===== src/logic/wit_pkg.sv =====
// Constants and types for the watchdog interval timer.
// Contract
// - Reset register comes up as 1f on pin reset only, kept on watchdog reset.
// - Watchdog flag sets on ff-to-00 wrap in watchdog mode only; only 0 written.
// - Watchdog flag clears on zero write only after a read that saw it set.
// - Overflow without reset enable resets counter and control, not the chip.
// - A watchdog-mode overflow drives the active-low overflow output.
// - Internal chip reset starts in the same cycle as the overflow output.
// - Pin reset wins over a coinciding watchdog reset; the flag ends cleared.
// - Overflow output low 133 or 130 cycles; internal reset lasts 519 cycles.
// - Clock control is restored with or without internal reset. The timer resets clock select on every watchdog overflow.
// - Interval-mode overflow sets the interval flag and requests the interrupt.
// - Interval interrupt follows its flag, no transfer trigger; handler clears.
// - Counter and control accept only word writes; byte writes are ignored.
// - Counter and control share one write address; low byte is the data.
// - Reset register is written only by word write at its own address.
// - Clear form clears the flag only; enable form loads bits 6 and 5 only.
// - Byte reads return control, counter and reset register at three addresses.
// - A counter write wins over a coinciding count pulse.
// - While the output is low, writes are ignored and flag reads not seen.
// - A running watchdog (mode 1, enabled) turns standby into sleep; otherwise standby is allowed.
// - Clearing enable stops the counter and holds it at zero.
// - Prescale codes 0 to 7 divide the clock by 2 up to 131072.
// - Mode select 0 is interval mode, 1 is watchdog mode.
package wit_pkg;

    // ****************************************************************
    // Addresses and keys
    // ****************************************************************
    localparam logic [15:0] WIT_ADDR_CTRL_WR = 16'hffa4;
    localparam logic [15:0] WIT_ADDR_RST_WR  = 16'hffa6;
    localparam logic [15:0] WIT_ADDR_CTRL_RD = 16'hffa4;
    localparam logic [15:0] WIT_ADDR_CNT_RD  = 16'hffa5;
    localparam logic [15:0] WIT_ADDR_RST_RD  = 16'hffa7;
    localparam logic [7:0]  WIT_KEY_CTRL     = 8'ha5;
    localparam logic [7:0]  WIT_KEY_CNT      = 8'h5a;
    localparam logic [7:0]  WIT_KEY_CLEAR    = 8'ha5;
    localparam logic [7:0]  WIT_KEY_ENABLE   = 8'h5a;

    // ****************************************************************
    // Field positions and reset values
    // ****************************************************************
    localparam int          WIT_BIT_FLAG     = 7;
    localparam int          WIT_BIT_MODE     = 6;
    localparam int          WIT_BIT_ENABLE   = 5;
    localparam int          WIT_BIT_RSVD     = 5;
    localparam logic [1:0]  WIT_CTRL_ONES    = 2'h3;
    localparam logic [4:0]  WIT_RST_ONES     = 5'h1f;
    localparam logic [7:0]  WIT_RST_INIT     = 8'h1f;
    localparam logic [7:0]  WIT_CNT_MAX      = 8'hff;

    // ****************************************************************
    // Timing
    // ****************************************************************
    localparam logic [7:0]  WIT_OUT_LEN_RST   = 8'h85;
    localparam logic [7:0]  WIT_OUT_LEN_NORST = 8'h82;
    localparam logic [9:0]  WIT_INT_RST_LEN   = 10'h207;
    localparam logic [16:0] WIT_DIV_MASK [8] = '{
        17'h00001, 17'h0003f, 17'h0007f, 17'h001ff,
        17'h007ff, 17'h01fff, 17'h07fff, 17'h1ffff
    };

    // ****************************************************************
    // Bus request carrier
    // ****************************************************************
    typedef struct packed {
        logic        wr;
        logic        rd;
        logic        word;
        logic [15:0] addr;
        logic [15:0] wdata;
    } wit_bus_req_type;

endpackage : wit_pkg


===== src/logic/wit_timer.sv =====
// Watchdog and interval timer with keyed register access.
`timescale 1ns/1ps
module wit_timer (
    input  wire logic                     i_mclk,
    input  wire logic                     i_rst,
    input  wire wit_pkg::wit_bus_req_type i_bus,
    input  wire logic                     i_sleep_exec,
    input  wire logic                     i_standby_select,
    output logic [7:0]                    o_rdata,
    output logic                          o_overflow_output_n,
    output logic                          o_internal_reset,
    output logic                          o_interval_interrupt,
    output logic                          o_enter_standby,
    output logic                          o_enter_sleep
);
    import wit_pkg::*;

    // ****************************************************************
    // State
    // ****************************************************************
    logic [7:0]  count;
    logic        interval_overflow_flag;
    logic        timer_mode_select;
    logic        timer_enable;
    logic [2:0]  clock_prescale_select;
    logic        watchdog_overflow_flag;
    logic        chip_reset_enable;
    logic        rsvd_bit;
    logic [16:0] prescale;
    logic        arm_ovf;
    logic        arm_watchdog_overflow_flag;
    logic [7:0]  out_cnt;
    logic [9:0]  rst_cnt;
    logic        out_low;

    // ****************************************************************
    // Decode
    // ****************************************************************
    logic [7:0] key;
    logic [7:0] low;
    logic       wr_ok;
    logic       wr_ctrl;
    logic       wr_cnt;
    logic       wr_clear;
    logic       wr_enable;
    logic       tick;
    logic       wrap;
    logic       wd_ovf;
    logic       iv_ovf;

    assign key     = i_bus.wdata[15:8];
    assign low     = i_bus.wdata[7:0];
    assign out_low = !o_overflow_output_n;
    // Writes are locked out while the overflow output is low.
    assign wr_ok   = i_bus.wr && i_bus.word && !out_low;
    assign wr_ctrl = wr_ok && i_bus.addr == WIT_ADDR_CTRL_WR
                     && key == WIT_KEY_CTRL;
    assign wr_cnt  = wr_ok && i_bus.addr == WIT_ADDR_CTRL_WR
                     && key == WIT_KEY_CNT;
    assign wr_clear  = wr_ok && i_bus.addr == WIT_ADDR_RST_WR
                       && key == WIT_KEY_CLEAR && low == 8'h00;
    assign wr_enable = wr_ok && i_bus.addr == WIT_ADDR_RST_WR
                       && key == WIT_KEY_ENABLE;

    // ****************************************************************
    // Prescaler and overflow detection
    // ****************************************************************
    // Tick once per divided period; prescaler holds at zero when stopped.
    assign tick = timer_enable &&
        ((prescale & WIT_DIV_MASK[clock_prescale_select])
         == WIT_DIV_MASK[clock_prescale_select]);
    // A counter write in the same cycle suppresses the count pulse.
    assign wrap   = tick && !wr_cnt && count == WIT_CNT_MAX;
    assign wd_ovf = wrap && timer_mode_select;
    assign iv_ovf = wrap && !timer_mode_select;

    always_ff @(posedge i_mclk or posedge i_rst) begin
        if (i_rst) begin
            prescale <= 17'h00000;
        end else if (!timer_enable || wd_ovf) begin
            prescale <= 17'h00000;
        end else begin
            prescale <= prescale + 17'h00001;
        end
    end

    // ****************************************************************
    // Counter
    // ****************************************************************
    always_ff @(posedge i_mclk or posedge i_rst) begin
        if (i_rst) begin
            count <= 8'h00;
        end else if (wd_ovf || !timer_enable) begin
            count <= 8'h00;
        end else if (wr_cnt) begin
            count <= low;
        end else if (tick) begin
            count <= count + 8'h01;
        end
    end

    // ****************************************************************
    // Timer control/status
    // ****************************************************************
    // Any watchdog overflow returns control to its initial state,
    // whether or not the chip itself is reset.
    always_ff @(posedge i_mclk or posedge i_rst) begin
        if (i_rst) begin
            timer_mode_select     <= 1'b0;
            timer_enable          <= 1'b0;
            clock_prescale_select <= 3'h0;
        end else if (wd_ovf) begin
            timer_mode_select     <= 1'b0;
            timer_enable          <= 1'b0;
            clock_prescale_select <= 3'h0;
        end else if (wr_ctrl) begin
            timer_mode_select     <= low[WIT_BIT_MODE];
            timer_enable          <= low[WIT_BIT_ENABLE];
            clock_prescale_select <= low[2:0];
        end
    end

    // The set beats a clear that lands in the same cycle.
    always_ff @(posedge i_mclk or posedge i_rst) begin
        if (i_rst) begin
            interval_overflow_flag <= 1'b0;
        end else if (iv_ovf) begin
            interval_overflow_flag <= 1'b1;
        end else if (wd_ovf) begin
            interval_overflow_flag <= 1'b0;
        end else if (wr_ctrl && !low[WIT_BIT_FLAG] && arm_ovf) begin
            interval_overflow_flag <= 1'b0;
        end
    end

    always_ff @(posedge i_mclk or posedge i_rst) begin
        if (i_rst) begin
            arm_ovf <= 1'b0;
        end else if (wr_ctrl || wd_ovf) begin
            arm_ovf <= 1'b0;
        end else if (i_bus.rd && i_bus.addr == WIT_ADDR_CTRL_RD
                     && interval_overflow_flag) begin
            arm_ovf <= 1'b1;
        end
    end

    // ****************************************************************
    // Reset control/status
    // ****************************************************************
    // Only the pin reset initialises this register; the watchdog's own
    // reset pulse leaves it alone so software can see why it restarted.
    always_ff @(posedge i_mclk or posedge i_rst) begin
        if (i_rst) begin
            chip_reset_enable <= WIT_RST_INIT[6];
            rsvd_bit          <= WIT_RST_INIT[WIT_BIT_RSVD];
        end else if (wr_enable) begin
            chip_reset_enable <= low[6];
            rsvd_bit          <= low[WIT_BIT_RSVD];
        end
    end

    always_ff @(posedge i_mclk or posedge i_rst) begin
        if (i_rst) begin
            watchdog_overflow_flag <= WIT_RST_INIT[7];
        end else if (wd_ovf) begin
            watchdog_overflow_flag <= 1'b1;
        end else if (wr_clear && arm_watchdog_overflow_flag) begin
            watchdog_overflow_flag <= 1'b0;
        end
    end

    // A read during the low phase is not recognised for the clear.
    always_ff @(posedge i_mclk or posedge i_rst) begin
        if (i_rst) begin
            arm_watchdog_overflow_flag <= 1'b0;
        end else if (wr_clear || wd_ovf) begin
            arm_watchdog_overflow_flag <= 1'b0;
        end else if (i_bus.rd && i_bus.addr == WIT_ADDR_RST_RD
                     && watchdog_overflow_flag && !out_low) begin
            arm_watchdog_overflow_flag <= 1'b1;
        end
    end

    // ****************************************************************
    // Overflow output and internal reset
    // ****************************************************************
    always_ff @(posedge i_mclk or posedge i_rst) begin
        if (i_rst) begin
            o_overflow_output_n <= 1'b1;
            out_cnt             <= 8'h00;
        end else if (wd_ovf) begin
            o_overflow_output_n <= 1'b0;
            out_cnt <= (chip_reset_enable ? WIT_OUT_LEN_RST
                        : WIT_OUT_LEN_NORST) - 8'h01;
        end else if (out_low) begin
            if (out_cnt == 8'h00) begin
                o_overflow_output_n <= 1'b1;
            end else begin
                out_cnt <= out_cnt - 8'h01;
            end
        end
    end

    // The chip-level reset does not touch clock control; the overflow itself returns it to default.
    always_ff @(posedge i_mclk or posedge i_rst) begin
        if (i_rst) begin
            o_internal_reset <= 1'b0;
            rst_cnt          <= 10'h000;
        end else if (wd_ovf && chip_reset_enable) begin
            o_internal_reset <= 1'b1;
            rst_cnt          <= WIT_INT_RST_LEN - 10'h001;
        end else if (o_internal_reset) begin
            if (rst_cnt == 10'h000) begin
                o_internal_reset <= 1'b0;
            end else begin
                rst_cnt <= rst_cnt - 10'h001;
            end
        end
    end

    // ****************************************************************
    // Read data, interrupt and standby steering
    // ****************************************************************
    always_ff @(posedge i_mclk or posedge i_rst) begin
        if (i_rst) begin
            o_rdata <= 8'h00;
        end else if (i_bus.rd) begin
            unique case (i_bus.addr)
                WIT_ADDR_CTRL_RD: o_rdata <= {interval_overflow_flag,
                    timer_mode_select, timer_enable, WIT_CTRL_ONES,
                    clock_prescale_select};
                WIT_ADDR_CNT_RD:  o_rdata <= count;
                WIT_ADDR_RST_RD:  o_rdata <= {watchdog_overflow_flag,
                    chip_reset_enable, rsvd_bit, WIT_RST_ONES};
                default:          o_rdata <= 8'h00;
            endcase
        end
    end

    // No transfer-controller request exists; the flag is the request.
    assign o_interval_interrupt = interval_overflow_flag;

    logic wd_running;
    assign wd_running      = timer_enable && timer_mode_select;
    assign o_enter_standby = i_sleep_exec && i_standby_select
                             && !wd_running;
    assign o_enter_sleep   = i_sleep_exec && !o_enter_standby;

    logic [9:0] low_len;
    logic [9:0] irst_len;
    logic       chip_reset_enable_seen;
    always_ff @(posedge i_mclk or posedge i_rst) begin
        if (i_rst) begin
            low_len   <= 10'h000;
            irst_len  <= 10'h000;
            chip_reset_enable_seen <= 1'b0;
        end else begin
            low_len  <= out_low ? low_len + 10'h001 : 10'h000;
            irst_len <= o_internal_reset ? irst_len + 10'h001 : 10'h000;
            if (wd_ovf) begin
                chip_reset_enable_seen <= chip_reset_enable;
            end
        end
    end
endmodule : wit_timer


===== config.mk =====
export PLATFORM = sky130hd
export DESIGN_NAME = wit_timer
export DESIGN_NICKNAME = d
export VERILOG_FILES = /design/src/logic/wit_pkg.sv /design/src/logic/wit_timer.sv
export SDC_FILE = /design/constraint.sdc
export NUM_CORES = 1
export LEC_CHECK = 0
export BUFFER_PORTS_ARGS = -buffer_cell sky130_fd_sc_hd__buf_2
export CORE_MARGIN = 4
export CORE_UTILIZATION = 62
export DETAILED_ROUTE_END_ITERATION = 8
export GPL_TIMING_DRIVEN = 0
export HOLD_SLACK_MARGIN = 0.08
export PLACE_DENSITY = 0.85
export SKIP_CTS_REPAIR_TIMING = 1
export SLEW_MARGIN = 20
export SYNTH_ARGS = -nofsm -noshare
export SYNTH_HDL_FRONTEND = slang
export SYNTH_SLANG_ARGS = --single-unit

===== constraint.sdc =====
create_clock -name i_mclk -period 8.6 [get_ports i_mclk]
set_input_delay 2.15 -clock i_mclk [delete_from_list [all_inputs] [get_ports i_mclk]]
set_output_delay 2.15 -clock i_mclk [all_outputs]
set_load 0.1 [all_outputs]

; ---- After elaboration in Yosys (flattened, before gate mapping)
; Memories as Yosys holds them, arrays and structs flattened.
; Index checks and enable logic that the tools add are counted.
[op_classes]
n_bitwise = 2
n_addsub = 5
n_eq_ne = 11
magnitude_cmp = 1
n_mux = 35
reduce_logical = 48
[op_table]
columns = operator, count
row1 = $eq A16 B16 Y1 const B, 4
row2 = $mux W17, 3
row3 = $mux W8, 6
row4 = $mux W10, 3
row5 = $logic_and A1 B1 Y1, 27
row6 = $pmux W8 S3, 1
row7 = $mux W1, 19
row8 = $add A17 B1 Y17 const B, 1
row9 = $and A17 B17 Y17, 1
row10 = $eq A17 B17 Y1, 1
row11 = $eq A8 B8 Y1 const B, 2
row12 = $logic_not A8 Y1, 2
row13 = $sub A8 B1 Y8 const B, 2
row14 = $logic_not A10 Y1, 1
row15 = $reduce_bool A2 Y1, 5
row16 = $sub A10 B1 Y10 const B, 1
row17 = $mux W3, 3
row18 = $add A8 B1 Y8 const B, 1
row19 = $eq A8 B7 Y1 const B, 1
row20 = $logic_not A1 Y1, 6
row21 = $reduce_bool A3 Y1, 2
row22 = $ge A4 B4 Y1 const B, 1
row23 = $ne A2 B2 Y1 const B, 2
row24 = $not A3 Y4, 1
row25 = other kinds (3), 6
[totals]
in_bits = 39
wordCells = 119
rom_bits = 136
n_memories = 1
register_bits = 64
[memory_table]
columns = name, depth, word_bits, read_ports, rd_clocked_by_memory_dff, write_ports, line
row1 = (no name shown), 8, 17, 1, 0, 0, wit_timer.sv:71  ; == WIT_DIV_MASK[clock_prescale_select]);

; ---- Logic depth before layout (Yosys ltp)
; Gate-level depths: netlist (run 1).
[logic_depth]
ltp_word = 13
mapped_depth = 13
depth_no_buf = 12

; ---- Least setup slack after synthesis (run 1)
; OpenSTA, ideal clock, no wires.
[synth_timing]
path_type = input-to-output
start = input i_sleep_exec
end = output o_enter_sleep
path_slack_ps = 2111
n_path_buf = 0
t_arrival_ps = 4339
cell_stages = 1
path_cell_list = a21boi_0
[synth_between]
elab_chain_cells = 4
[synth_lines]
columns = element, line
row1 = "start, declared", wit_timer.sv:7  ; input wire logic i_sleep_exec,
row2 = $logic_and A1 B1 Y1, wit_timer.sv:245  ; assign o_enter_standby = i_sleep_exec && i_standby_select
row3 = $logic_and A1 B1 Y1, wit_timer.sv:246  ; && !wd_running;
row4 = $logic_not A1 Y1, wit_timer.sv:247  ; assign o_enter_sleep = i_sleep_exec && !o_enter_standby;
row5 = $logic_and A1 B1 Y1 *, wit_timer.sv:247
row6 = "end, declared", wit_timer.sv:14  ; output logic o_enter_sleep
; Every way passes the cells marked *; elsewhere a longest branch is shown, timed or not.

; ---- Worst setup path in the final report (run 1)
[layout_timing]
start = input i_bus[20] (netlist name)
end = register out_cnt[6]
[layout_between]
elab_chain_cells = 9
word_cells_on_any_way = 11
classes_between = 3 x eq/ne / 1 x mux / 7 x reduce/logical
[layout_lines]
columns = element, line
row1 = "start, declared", wit_timer.sv:6  ; input wire wit_pkg::wit_bus_req_type i_bus,
row2 = $eq A16 B16 Y1 *, wit_timer.sv:58  ; assign wr_cnt = wr_ok && i_bus.addr == WIT_ADDR_CTRL_WR
row3 = $logic_and A1 B1 Y1 *, wit_timer.sv:58
row4 = $logic_and A1 B1 Y1 *, wit_timer.sv:59  ; && key == WIT_KEY_CNT;
row5 = $logic_not A1 Y1 *, wit_timer.sv:73  ; assign wrap = tick && !wr_cnt && count == WIT_CNT_MAX;
row6 = $logic_and A1 B1 Y1 * (2 in series), wit_timer.sv:73
row7 = $logic_and A1 B1 Y1 *, wit_timer.sv:74  ; assign wd_ovf = wrap && timer_mode_select;
row8 = $ne A2 B2 Y1 (no source line) / $ne A2 B1 Y1 (equally long branches), -
row9 = $reduce_and A2 Y1 (no source line), -
row10 = "end signal, assigned", wit_timer.sv:193  ; out_cnt <= (chip_reset_enable ? WIT_OUT_LEN_RST
row11 = "end signal, assigned", wit_timer.sv:199  ; out_cnt <= out_cnt - 8'h01;
row12 = "end, declared", wit_timer.sv:32  ; logic [7:0] out_cnt;
; Marks and branches as above.
; A chain may end at the register's enable or synchronous reset.

==> impl_metrics.csv, run 1 <==
group,metric,value,unit
placed_design,gp_congestion,0.908,
logic_synthesis,synth.distinct_cells,47,
floorplan,die_area,6960,µm²
floorplan,top_level_ports,52,
logic_synthesis,yosys-top-cells-count,"63 x dfrtp_1, 41 x nor2_1, 32 x nand2_1",
timing,tns,0,ps
placed_design,portBuffers,50,
global_routing,antenna_found_initial,0,
logic_synthesis,async_flop_share,100,%
timing,hold_ws,507,ps
finish,diodes,0,
floorplan,start_util,64.0,%
cts,clk_latency,360,ps
timing,fin_crit_sh,58.6,%
cts,cts_tree,"built",
placed_design,hpwl,6.20,mm
flow_run,cap_violations,0,
power,power.leakage,0.00174,µW
power,powerDensity,159,nW/µm²
timing,skew,10.3,ps
floorplan,dieWidth,83.4,µm
logic_synthesis,netlist_instances,379,
finish,drive_gt1_share,18.4,%
finish,fin_nets,484,
timing,fmax,198,MHz
cts,htreeDepth,3,
placed_design,dp_worst_setup_slack,3300,ps
run_status,status,"complete, no violations",
logic_synthesis,ys.flop_type,"dfrtp_1",
finish,area_delta_synth_final,17.9,%
worst_setup_path,cp.required,8820,ps
worst_hold_path,hold_class,"reg -> reg",
finish,fin_util,75.5,%
global_routing,grt_pass1_vias,3070,
logic_synthesis,synth_area_leader_cell,"dfrtp_1",
detailed_routing,drt_wl_total,8.56,mm
detailed_routing,ant_nets,0,
logic_synthesis,synth_area_per_cell,9.30,µm²
logic_synthesis,ys_seq_area_share,45.5,%
timing,tightest_slew,679,ps
worst_setup_path,cp-end-kind,"flop",
floorplan,die_h,83.4,µm
global_routing,grt_max_degree,61,
floorplan,rows,27,
timing,drv_slew,0,
timing,setup_violations,0,
timing,maxSlewHeadroom,54.3,%
logic_synthesis,ys_warn_count,0,
floorplan,core_area,5510,µm²
logic_synthesis,synthTopCellsByArea,"dfrtp_1 45%, nor2_1 4.4%, o21ai_0 4.3%",
cts,clkTransAtPathRegs,70,ps
detailed_routing,initialDrtViolationCount,210,
timing,worst_slack,3560,ps
timing,period_needed,5040,ps
global_routing,grt_pass1_wl,14.4,mm
cts,cts.path.max_buffers,2,
logic_synthesis,ys_ff_latch,64,
global_routing,grt_usage,25.8,%
logic_synthesis,synth_top_area_share,44.7,%
logic_synthesis,synth_most_common_cell,"dfrtp_1",
timing,final_hold_viol_count,0,
detailed_routing,dr_total_vias,3118,
cts,root_buffer,"clkbuf_8",
cts,clock_sinks,64,
detailed_routing,drcViolationCount,0,
global_routing,overflow,0,
worst_setup_path,critPathMaxFanout,9,
power,vdd_drop_max,110,µV
worst_setup_path,path_class,"in -> reg",
detailed_routing,dr.pass1.iters,5,
detailed_routing,vias_per_cell,6.02,
logic_synthesis,syn-num-nets,422,
worst_setup_path,start_kind,"primary input",
cts,numCtsBuffers,9,
detailed_routing,wl_per_cell,16.5,µm
worst_setup_path,crit_arrival,5270,ps
timing,rsz0062_at_grt,"no",
logic_synthesis,synth_edf_count,0,
logic_synthesis,syn-cell-area,3520,µm²
==> metrics by stage <==
stage               power, µW  area (µm²)  cells
floorplan                 322        3520    379
global placement          336        3860    501
detailed placement        339        3890    502
CTS                       662        4150    518
global route              682        4160    518
finish                    662        4160    518
==> layout by cell type, fill, tap and decap left out, types with 2 or more instances in the layout <==
cell type   n
a211o_1     4
a21boi_0    2
a21o_1      2
a21oi_1    13
a31o_2      2
a31oi_1     2
a41oi_1     2
and2_1      2
and3_1      9
and4_1      5
buf_2      50
buf_6       2
bufinv_16   3
clkbuf_1   11
clkbuf_8   11
dfrtp_1    63
ha_1        4
inv_1      19
mux2i_1    12
nand2_1    32
nand2b_1    5
nand3_1    25
nand4_1     8
nor2_1     41
nor3_1     11
nor4_1      9
nor4b_2     2
nor4bb_1    6
o211ai_1    3
o21ai_0    30
or3_1       3
xnor2_1    17
xor2_1     15
==> flip-flops by register name, indices dropped and copies added, names as in the netlist, 3 cells and up <==
register / cells
count: 8
prescale: 17
out_cnt: 8
o_rdata: 8
clock_prescale_select: 3
rst_cnt: 10
==> worst max-delay path, stage by stage <==
cell	delay (ps)
buf_2	90
nand4bb_1	240
or4_4	580
nor3_1	460
nor4b_2	180
and2_1	200
clkbuf_1	220
a21oi_1	190
ha_1	260
nand3b_1	150
nor4_1	270
xnor2_1	170
o21ai_0	100
==> power breakdown <==
group	total, µW	switching, µW	internal, µW
Sequential	301	0.00274	301
Clock	329	120	210
Combinational	32.3	21.0	11.4
Total	662	141	522
==> layout make-up <==
cell class | count | area, µm²
Multi-Input combinational cell | 283 | 1790
Timing Repair Buffer | 51 | 278
Fill cell | 397 | 1350
Sequential cell | 64 | 1600
Tap cell | 72 | 90.1
Clock inverter | 4 | 98.8
Clock buffer | 12 | 155
Buffer | 12 | 60.1
Inverter | 20 | 77.6
==> routing by layer <==
layer | wire, µm | vias up | GRT usage, % | share of wire [%]
li1 | - | 1488 | - | -
met1 | 3710 | 1507 | 34.4 | 43
met2 | 4120 | 109 | 41.4 | 48
met3 | 573 | 14 | 5.75 | 6.7
met4 | 149 | 0 | 8.92 | 1.7
met5 | 0 | - | 0 | 0
==> logic make-up (layout without fill, tap and decap cells) <==
kind of cell / after synthesis / in the layout / synth area share [%]
AOI/OAI and AO/OA: 61 / 61 / 10.2
muxes: 13 / 13 / 3.73
buffers and inverters: 32 / 99 / 3.83
adders and majority gates: 4 / 4 / 1.42
xor gates and xnor gates: 32 / 32 / 7.95
DFF: 64 / 64 / 45.5
and+or+nand+nor: 173 / 173 / 27.4
==> worst paths after layout <==
kind / from / to / slack [ps] / cells past startpoint
hold reg to reg: rst_cnt[1] / rst_cnt[1] / 510 / 2
min in group asynchronous: i_rst / rst_cnt[5] / 1660 / 2
hold / removal: rst_cnt[1] / rst_cnt[1] / 510 / 2
setup / recovery: i_bus[20] / out_cnt[6] / 3560 / 13
max in group asynchronous: i_rst / o_overflow_output_n / 6400 / 3
setup reg to reg: clock_prescale_select[0] / out_cnt[4] / 5340 / 12
Note: power is estimated with default switching activity, not from simulation.
==> run 2: changes to the inputs <==
- CORE_UTILIZATION: 62 -> 57
- PLACE_DENSITY: 0.85 -> 0.79
- clock period: 8.6 -> 5.2 ns (I/O delays scaled with it)
==> impl_metrics.csv, run 2 (same netlist as run 1, synthesis figures left out) <==
group,metric,value,unit
timing,worst_slack,1010,ps
cts,cts_tree,"built",
floorplan,dieWidth,86.6,µm
global_routing,grt_usage,24.7,%
detailed_routing,vias_per_cell,5.97,
cts,root_buffer,"clkbuf_8",
finish,drive_gt1_share,18.2,%
finish,diodes,0,
finish,fin_cells,521,
timing,fin_crit_sh,80.6,%
floorplan,rows,28,
worst_setup_path,crit_arrival,4400,ps
power,vdd_drop_max,148,µV
timing,fmax,239,MHz
worst_setup_path,cp-end-kind,"flop",
finish,fin_util,68.4,%
placed_design,dp.cells,505,
timing,skew,6.90,ps
timing,tightest_slew,740,ps
floorplan,start_util,59.2,%
worst_setup_path,path_class,"in -> reg",
worst_setup_path,start_kind,"primary input",
global_routing,grt_pass1_vias,3060,
run_status,status,"complete, no violations",
power,powerDensity,231,nW/µm²
timing,final_hold_viol_count,0,
global_routing,grt_pass1_wl,14.5,mm
placed_design,portBuffers,50,
detailed_routing,drt_wl_total,8.37,mm
floorplan,die_h,86.6,µm
finish,fin_nets,484,
timing,rsz0062_at_grt,"no",
timing,period_needed,4190,ps
cts,cts.path.max_buffers,2,
power,power.leakage,0.00170,µW
cts,numCtsBuffers,9,
flow_run,cap_violations,0,
global_routing,antenna_found_initial,0,
floorplan,top_level_ports,52,
detailed_routing,dr_total_vias,3108,
detailed_routing,dr.pass1.iters,4,
worst_setup_path,critPathMaxFanout,9,
placed_design,gp_congestion,0.874,
detailed_routing,drcViolationCount,0,
cts,clk_latency,350,ps
global_routing,grt_max_degree,38,
timing,drv_slew,0,
timing,tns,0,ps
placed_design,dp_worst_setup_slack,706,ps
worst_hold_path,hold_class,"reg -> reg",
floorplan,core_area,5960,µm²
floorplan,die_area,7510,µm²
finish,area_delta_synth_final,15.6,%
detailed_routing,wl_per_cell,16.1,µm
placed_design,hpwl,6.29,mm
timing,maxSlewHeadroom,50.2,%
finish,regMostFlops,"prescale",
cts,htreeDepth,3,
finish,largest_reg_flops,17,
detailed_routing,ant_nets,0,
cts,clkTransAtPathRegs,70,ps
cts,clock_sinks,64,
timing,setup_violations,0,
global_routing,overflow,0,
finish,final_common_cell,"dfrtp_1",
finish,top_regs,"prescale (17), rst_cnt (10)",
worst_setup_path,cp.required,5410,ps
finish,final_cell_mix,"63 x dfrtp_1, 50 x buf_2, 41 x nor2_1",
detailed_routing,initialDrtViolationCount,186,
==> run 2: final timing paths <==
check | start | to | slack (ps) | cells past startpoint
max in group asynchronous | i_rst | o_overflow_output_n | 3680 | 3
min in group asynchronous | i_rst | o_rdata[5] | 930 | 2
worst max-delay path | i_bus[20] | out_cnt[6] | 1010 | 13
worst min register to register | rst_cnt[1] | rst_cnt[1] | 500 | 2
worst min-delay path | rst_cnt[1] | rst_cnt[1] | 500 | 2
worst max register to register | clock_prescale_select[0] | out_cnt[6] | 1900 | 12
==> run 2: report_power, final <==
| part | internal, µW | total (µW) | switching, µW | leakage, µW |
|---|---|---|---|---|
| Clock | 198 | 390 | 192 | 0.0000894 |
| Sequential | 498 | 498 | 0.00424 | 0.000814 |
| Combinational | 18.1 | 52.0 | 33.8 | 0.000798 |
==> run 2: per-layer routing <==
metal	up-vias	GRT usage [%]	wire length [µm]
li1	1471	-	-
met5	-	0	0
met1	1498	33.5	3660
met2	117	39.4	3950
met4	0	11.2	165
met3	22	3.42	595
==> run 2: layout make-up <==
type,count,area (µm²)
Clock inverter,3,17.5
Buffer,12,60.1
Multi-Input combinational cell,283,1790
Clock buffer,13,159
Tap cell,75,93.8
Sequential cell,64,1600
Fill cell,514,1880
Inverter,20,77.6
Timing Repair Buffer,51,270
==> run 2: stage by stage <==
step / area (µm²) / hold slack (ps) / power (µW)
after CTS: 4070 / 503 / 943
after global placement: 3870 / 478 / 556
after global routing: 4070 / 535 / 973
after floorplan: 3520 / 464 / 532
after detailed placement: 3900 / 487 / 559
final: 4070 / 500 / 939
==> run 2: worst max-delay path, cell delays in order <==
cell	delay, ps
buf_2	100
nand4bb_1	220
or4_4	590
nor3_1	430
nor4b_2	180
and2_1	210
clkbuf_1	230
a21oi_1	220
ha_1	250
nand3b_1	150
nor4_1	260
xnor2_1	160
o21ai_0	100
